### config.mk
export PLATFORM = sky130hd
export DESIGN_NAME = lbha_arbiter
export DESIGN_NICKNAME = d
export VERILOG_FILES = /design/src/lbha_pkg.sv /design/src/lbha_arbiter.sv
export VERILOG_INCLUDE_DIRS = /design/src /design/src/src
export SDC_FILE = /design/constraint.sdc
export NUM_CORES = 1
export LEC_CHECK = 0
export ABC_AREA = 1
export BUFFER_PORTS_ARGS = -buffer_cell sky130_fd_sc_hd__buf_4
export CAP_MARGIN = 25
export CORE_MARGIN = 5
export CORE_UTILIZATION = 55
export CTS_CLUSTER_DIAMETER = 30
export DETAILED_ROUTE_END_ITERATION = 7
export PLACE_DENSITY = 0.77
export SYNTH_ARGS = -nofsm -noshare
export SYNTH_HDL_FRONTEND = slang
export SYNTH_SLANG_ARGS = --single-unit
### constraint.sdc
create_clock -name clk -period 2.7 [get_ports clk]
set_clock_uncertainty 0.15 [all_clocks]
set_input_delay 0.135 -clock clk [delete_from_list [all_inputs] [get_ports clk]]
set_output_delay 0.135 -clock clk [all_outputs]
set_load 0.01 [all_outputs]
### src/lbha_params.svh
// Purpose: Constants for the local bus hold arbiter.
// Assumes: One 250 MHz clock; one bus clock unit is a divider enable pulse.
// Notes:   Included by the arbiter top; the package does not include it.
`ifndef LBHA_PARAMS_SVH
`define LBHA_PARAMS_SVH
`define LBHA_CLK_PERIOD_PS     4000
`define LBHA_UNIT_PS_DEFAULT   16000
`define LBHA_UNIT_CYCLES       ((`LBHA_UNIT_PS_DEFAULT + `LBHA_CLK_PERIOD_PS - 1) / `LBHA_CLK_PERIOD_PS)
`define LBHA_GLITCH_UNITS      2
`define LBHA_MODE_SLAVE        1'b0
`define LBHA_MODE_MASTER       1'b1
`define LBHA_HOLD_EN_RESET     1'b0
`endif

### src/lbha_pkg.sv
// Purpose: Types for the local bus hold arbiter.
// Assumes: Nothing beyond the params header.
// Notes:   Pin groups travel as packed structs.
package lbha_pkg;
    typedef enum logic [3:0]
    {
        LBHA_IDLE,
        LBHA_S_HOLD,
        LBHA_S_WAIT_ACK,
        LBHA_S_OWN,
        LBHA_S_BACKOFF,
        LBHA_M_RUN,
        LBHA_M_DRAIN,
        LBHA_M_HOLD,
        LBHA_M_REGAIN,
        LBHA_M_REQ_DROP
    } lbha_state_e;

    typedef struct packed
    {
        logic hold_request_n;
        logic hold_ack_n;
    } lbha_pins_in_s;

    typedef struct packed
    {
        logic hold_ack_n;
        logic bus_request_n;
        logic bus_drive_en;
        logic cmd_drive_en;
    } lbha_pins_out_s;
endpackage

### src/lbha_arbiter.sv
// Purpose: Hold-request arbitration of one shared external local bus.
// Assumes: The external bus controller reports cycle activity and needs.
// Notes:   One clock; bus clock units come from an enable divider.
`timescale 1ns/1ns
`include "lbha_params.svh"

module lbha_arbiter
    import lbha_pkg::*;
#(
    parameter int UNIT_CYCLES = `LBHA_UNIT_CYCLES
)
(
    // Clock and reset.
    input  wire logic       clk,
    input  wire logic       reset_n,
    // Configuration from the controller's own configuration logic.
    input  wire logic       arb_master_select,
    input  wire logic       hold_response_enable,
    // External bus controller status.
    input  wire logic       ext_access_needed,
    input  wire logic       ext_cycle_active,
    input  wire logic       ext_cycle_done,
    // Arbitration pins from the other controller.
    input  wire logic       hold_request_n,
    input  wire logic       hold_ack_n_in,
    // Arbitration pins to the other controller.
    output logic            hold_ack_n,
    output logic            hold_ack_oe,
    output logic            bus_request_n,
    // Bus drive controls.
    output logic            bus_drive_en,
    output logic            cmd_drive_en,
    output logic            bus_granted
);

    // ========================================================================
    // Synchronisers and bus clock unit divider
    // ========================================================================
    lbha_pins_in_s sync1;
    lbha_pins_in_s sync2;
    lbha_pins_in_s sync3;
    logic [15:0]   unit_cnt;
    logic          unit_tick;
    logic          hold_en_q;
    logic          hold_en_seen;
    logic [1:0]    glitch_cnt;

    always_ff @(posedge clk or negedge reset_n)
    begin
        if (!reset_n)
        begin
            sync1 <= '1;
            sync2 <= '1;
            sync3 <= '1;
        end
        else
        begin
            sync1 <= '{hold_request_n, hold_ack_n_in};
            sync2 <= sync1;
            sync3 <= sync2;
        end
    end

    wire unit_wrap = (unit_cnt == 16'(UNIT_CYCLES - 1));

    always_ff @(posedge clk or negedge reset_n)
    begin
        if (!reset_n)
        begin
            unit_cnt  <= 16'h0000;
            unit_tick <= 1'b0;
        end
        else
        begin
            unit_cnt  <= unit_wrap ? 16'h0000 : unit_cnt + 16'h0001;
            unit_tick <= unit_wrap;
        end
    end

    wire hreq_low     = !sync2.hold_request_n;
    wire hreq_rise    = sync2.hold_request_n && !sync3.hold_request_n;
    wire hreq_fall    = !sync2.hold_request_n && sync3.hold_request_n;
    wire hack_fall    = !sync2.hold_ack_n && sync3.hold_ack_n;
    wire both_high    = sync2.hold_request_n && sync2.hold_ack_n;

    // ========================================================================
    // Arbitration state machine
    // ========================================================================
    lbha_state_e state;
    lbha_state_e next_state;
    logic        cycle_seen;
    logic        hold_pending;
    logic [1:0]  hold_ticks;
    logic [15:0] regain_cnt;

    // Mode follows the bit directly; reset holds the bit low so slave wins.
    wire master_mode = (arb_master_select == `LBHA_MODE_MASTER);
    wire hold_en_rise = hold_response_enable && !hold_en_q;

    always_comb
    begin
        next_state = state;
        case (state)
            LBHA_IDLE:
                next_state = master_mode ? LBHA_M_RUN : LBHA_S_HOLD;
            LBHA_S_HOLD:
                if (master_mode)
                    next_state = LBHA_M_RUN;
                else if (ext_access_needed && hold_en_seen && sync2.hold_request_n)
                    next_state = LBHA_S_WAIT_ACK;
            LBHA_S_WAIT_ACK:
                if (hack_fall)
                    next_state = LBHA_S_OWN;
                else if (both_high && !ext_access_needed)
                    next_state = LBHA_S_HOLD;
            LBHA_S_OWN:
                // Requests seen while taking the bus are held back.
                if ((hold_pending || hreq_low) && cycle_seen && !ext_cycle_active)
                    next_state = LBHA_S_BACKOFF;
            LBHA_S_BACKOFF:
                next_state = LBHA_S_HOLD;
            LBHA_M_RUN:
                if (!master_mode)
                    next_state = LBHA_S_HOLD;
                else if (hreq_low && hold_response_enable)
                    next_state = LBHA_M_DRAIN;
            LBHA_M_DRAIN:
                if (!ext_cycle_active)
                    next_state = LBHA_M_HOLD;
            LBHA_M_HOLD:
                if (hreq_rise || sync2.hold_request_n)
                    next_state = LBHA_M_REGAIN;
            LBHA_M_REGAIN:
                if (regain_cnt == 16'(UNIT_CYCLES - 1))
                    next_state = LBHA_M_REQ_DROP;
            LBHA_M_REQ_DROP:
                next_state = LBHA_M_RUN;
            default:
                next_state = LBHA_IDLE;
        endcase
    end

    always_ff @(posedge clk or negedge reset_n)
    begin
        if (!reset_n)
            state <= LBHA_IDLE;
        else
            state <= next_state;
    end

    // In slave mode, one whole external cycle must be seen before a hold request is honoured.
    always_ff @(posedge clk or negedge reset_n)
    begin
        if (!reset_n)
        begin
            cycle_seen   <= 1'b0;
            hold_pending <= 1'b0;
        end
        else if (state != LBHA_S_OWN)
        begin
            cycle_seen   <= 1'b0;
            hold_pending <= 1'b0;
        end
        else
        begin
            cycle_seen   <= cycle_seen | ext_cycle_done;
            hold_pending <= hold_pending | hreq_fall | hreq_low;
        end
    end

    // Two ticks in hold prove that one whole unit has passed since the ack fell.
    always_ff @(posedge clk or negedge reset_n)
    begin
        if (!reset_n)
        begin
            hold_ticks <= 2'b00;
            regain_cnt <= 16'h0000;
        end
        else
        begin
            if (state != LBHA_M_HOLD)
                hold_ticks <= 2'b00;
            else if (unit_tick && hold_ticks != 2'b10)
                hold_ticks <= hold_ticks + 2'b01;
            if (state != LBHA_M_REGAIN)
                regain_cnt <= 16'h0000;
            else
                regain_cnt <= regain_cnt + 16'h0001;
        end
    end

    // Hold enable edge in slave mode: the request line may dip for two units.
    always_ff @(posedge clk or negedge reset_n)
    begin
        if (!reset_n)
        begin
            hold_en_q    <= `LBHA_HOLD_EN_RESET;
            hold_en_seen <= 1'b0;
            glitch_cnt   <= 2'b00;
        end
        else
        begin
            hold_en_q <= hold_response_enable;
            // In slave mode, pins stay arbitration pins once enabled, even after a clear.
            if (hold_response_enable)
                hold_en_seen <= 1'b1;
            if (hold_en_rise && !master_mode)
                glitch_cnt <= 2'(`LBHA_GLITCH_UNITS);
            else if (unit_tick && glitch_cnt != 2'b00)
                glitch_cnt <= glitch_cnt - 2'b01;
        end
    end

    // ========================================================================
    // Pin and drive outputs
    // ========================================================================
    wire s_req   = (state == LBHA_S_WAIT_ACK) || (state == LBHA_S_OWN) ||
                   (glitch_cnt != 2'b00);
    // A master that needs the bus in hold asks for it; the request stays through regain.
    wire m_req   = ((state == LBHA_M_HOLD) && ext_access_needed && (hold_ticks == 2'b10)) ||
                   ((state == LBHA_M_REGAIN) && !bus_request_n);
    wire m_ack   = (state == LBHA_M_HOLD);
    wire drive   = (state == LBHA_S_OWN) || (state == LBHA_M_RUN) ||
                   (state == LBHA_M_DRAIN) || (state == LBHA_M_REQ_DROP) ||
                   (state == LBHA_M_REGAIN);
    lbha_pins_out_s next_pins;
    assign next_pins = '{!m_ack, !(s_req || m_req), drive, drive};

    always_ff @(posedge clk or negedge reset_n)
    begin
        if (!reset_n)
        begin
            hold_ack_n    <= 1'b1;
            hold_ack_oe   <= 1'b0;
            bus_request_n <= 1'b1;
            bus_drive_en  <= 1'b0;
            cmd_drive_en  <= 1'b0;
            bus_granted   <= 1'b0;
        end
        else
        begin
            hold_ack_n    <= next_pins.hold_ack_n;
            hold_ack_oe   <= master_mode;
            bus_request_n <= next_pins.bus_request_n;
            bus_drive_en  <= next_pins.bus_drive_en;
            cmd_drive_en  <= next_pins.cmd_drive_en;
            bus_granted   <= drive;
        end
    end

endmodule

==> results.cfg <==
[yosys]
synth_top_area_cell = dfrtp_1
syn_nets = 336
synthesis.instances = 323
synth_edf_count = 0
ys_top_cells_by_area = dfrtp_1 44%, nand2_1 9.1%, dfstp_2 6.9%, nor2_1 6.9%, inv_1 6.0%
ys.flop_type = dfrtp_1
async_flop_share_pct = 100.0
synth-seq-cells = 54
yosysSeqAreaShare_pct = 50.68
netlist.area_leader.share_pct = 43.82
ys.warnings.count = 0
yosys.cell_types.count = 32
avgSynthCellArea_um2 = 8.309
netlist_area_um2 = 2684

[sta]
fmax_ghz = 0.6031
rsz0062_at_grt = no
relSlewSlack_pct = 56.86
hold_viol = 0
maxSlewViolCount = 0
fin_ws_ps = 1042
fin_crit_sh_pct = 61.41
post-route-min-period_ps = 1658
tightest_slew_ps = 647.1
hold_slack_ps = 136.6
setup_violations = 0
fin_setup_tns_ps = 0

[layout]
fin_util_pct = 64.08
final_cell_mix = 65 x nand2_1, 49 x nor2_1, 47 x dfrtp_1
final_nets = 361
syn_to_final_growth_pct = 12.77
layout_commonest_cell = nand2_1
layout-drive-gt1-share_pct = 13.75
n_fill_cell = 402
antenna-diode-count = 0

[clock_tree]
cts_setup_buffers = 0
cts_sinks = 54
clkSlewWorstSetupHoldPaths_ps = 90
clk_path_buf_depth = 2
htree_num_levels = 2
cts-root-buf = clkbuf_8
cts-buffers-inserted = 5
cts_tree = done
worst_skew_pair.late_latency_ps = 300

[power_and_ir_drop]
p_int_uw = 1357
p_leak_uw = 0.001434
cellPowerDensity_nw_per_um2 = 656.4
p_seq_share_pct = 47.7
power.switching_uw = 629.4
p_comb_share_pct = 26.4
clkPwrFrac_pct = 25.9
vdd_drop_max_mv = 0.5937
sw_frac_of_total_pct = 31.68

[global_routing]
grt_pass1_wl_um = 8673
overflow = 0
antenna_found_initial = 0
grt_pass1_vias = 2099
grt_usage_pct = 17.03
grt_max_degree = 55

[worst_setup_path]
end_kind = flip-flop
worstSetupPathType = reg2reg
critPathRequiredTime_ps = 2690
worstPathArrival_ps = 1650
startpoint_type = flip-flop
path_max_fanout = 4

[placed_design]
port_buffers = 14
dp_slack_ps = 1013
dp_hpwl_um = 3539
place.gp.congestion = 0.9467

[route]
wl_um = 4897
drcViolationCount = 0
first_iter_violations = 110
drt.antenna.violating_nets = 0
num_vias = 2102
firstDrtPassIters = 4
viasPerCell = 5.053
wl_per_cell_um = 11.77

[floorplanning]
placementRows = 25
die_area_um2 = 6377
dieHeight_um = 79.86
num_io_pins = 15
die_w_um = 79.86
initial_utilization_pct = 56.82
core_area_um2 = 4723

[run]
maxCapViolCount = 0

[outcome]
status = finished, final reports clean

[hold_path]
min_path_type = in2reg
==> synth_stat cells, types with 4 or more instances <==
master,instances
nand2_1,65
inv_1,43
dfrtp_1,47
xor2_1,11
dfstp_2,7
nand4_1,8
nor2_2,5
nor3_1,4
nand3_1,20
a21oi_1,16
o21ai_1,4
o21ai_0,6
nor2_1,49
inv_2,6
ha_1,4
==> routing by layer <==
layer  track usage (%)  share of wire (%)  up-vias  wire, um
met4             5.236                1.2        0        59
met5                 0                  0        -         0
met1             21.23                 47      981      2312
met3             3.612                3.2        8       157
met2             29.55                 48       38      2367
li1                  -                  -     1075         -
==> metrics by stage <==
step | std cells | power [uW] | instance area [um2]
detailed placement | 401 | 1469 | 2850
CTS | 416 | 2009 | 3027
floorplan | 323 | 1328 | 2684
global placement | 401 | 1463 | 2850
global route | 416 | 2121 | 3027
finish | 416 | 1987 | 3027
==> cell families after synthesis <==
kind of cell / count (synthesis) / synth area share [%]
compound gates: 34 / 7.180
buf+inv: 52 / 7.692
xor+xnor: 14 / 4.569
flops: 54 / 50.68
simple gates: 165 / 28.02
fa+ha+maj: 4 / 1.865
==> final timing paths <==
path / from / slack, ps / to / cells after the start
worst min-delay path: ext_cycle_active / 140 / state[3]$_DFFE_PN0P_ / 6
max in group asynchronous: reset_n / 1710 / cycle_seen$_DFF_PN0_ / 2
worst min register to register: sync1[1]$_DFF_PN1_ / 210 / sync2[1]$_DFF_PN1_ / 0
worst max register to register: unit_cnt[0]$_DFF_PN0_ / 1040 / unit_cnt[2]$_DFF_PN0_ / 4
worst max-delay path: unit_cnt[0]$_DFF_PN0_ / 1040 / unit_cnt[2]$_DFF_PN0_ / 4
min in group asynchronous: reset_n / 250 / regain_cnt[7]$_DFF_PN0_ / 2
==> state kept, by name (all words and copies together), names as in the netlist <==
signal / cells
sync2: 2
cycle_seen: 1
hold_ack_oe: 1
bus_request_n: 1
hold_en_seen: 1
sync1: 2
hold_ticks: 2
hold_ack_n: 1
sync3: 1
state: 4
hold_pending: 1
unit_cnt: 16
hold_en_q: 1
bus_granted: 1
glitch_cnt: 2
unit_tick: 1
regain_cnt: 16
==> repair_timing <==
action                                 CTS  global route
gates resized for setup                  0             0
endpoints found under the hold margin   54             0
hold buffers                             7             0
==> cell type report <==
cell class	instances	area [um2]	area share (%)
clock buffers	7	76.32	2.522
clock inverters	1	30.03	0.9921
inverters	49	183.9	6.077
multi-input cells	217	1117	36.92
flip-flops and latches	54	1360	44.94
well taps	67	83.83	2.770
repair buffers	21	175.2	5.788
==> worst max-delay path, stage by stage (launching register included) <==
cell,delay [ps]
dfrtp_1,390
ha_1,230
nand2_1,90
nor4_1,480
a21boi_0,170
==> power groups by stage <==
stage / registers, uW / clock network [uW] / logic (uW)
global route: 957 / 566 / 598
detailed placement: 962 / 0 / 507
global placement: 958 / 0 / 505
finish: 948 / 515 / 524
CTS: 947 / 538 / 524
floorplan: 959 / 0 / 369
Power figures use the tool's default switching activity.
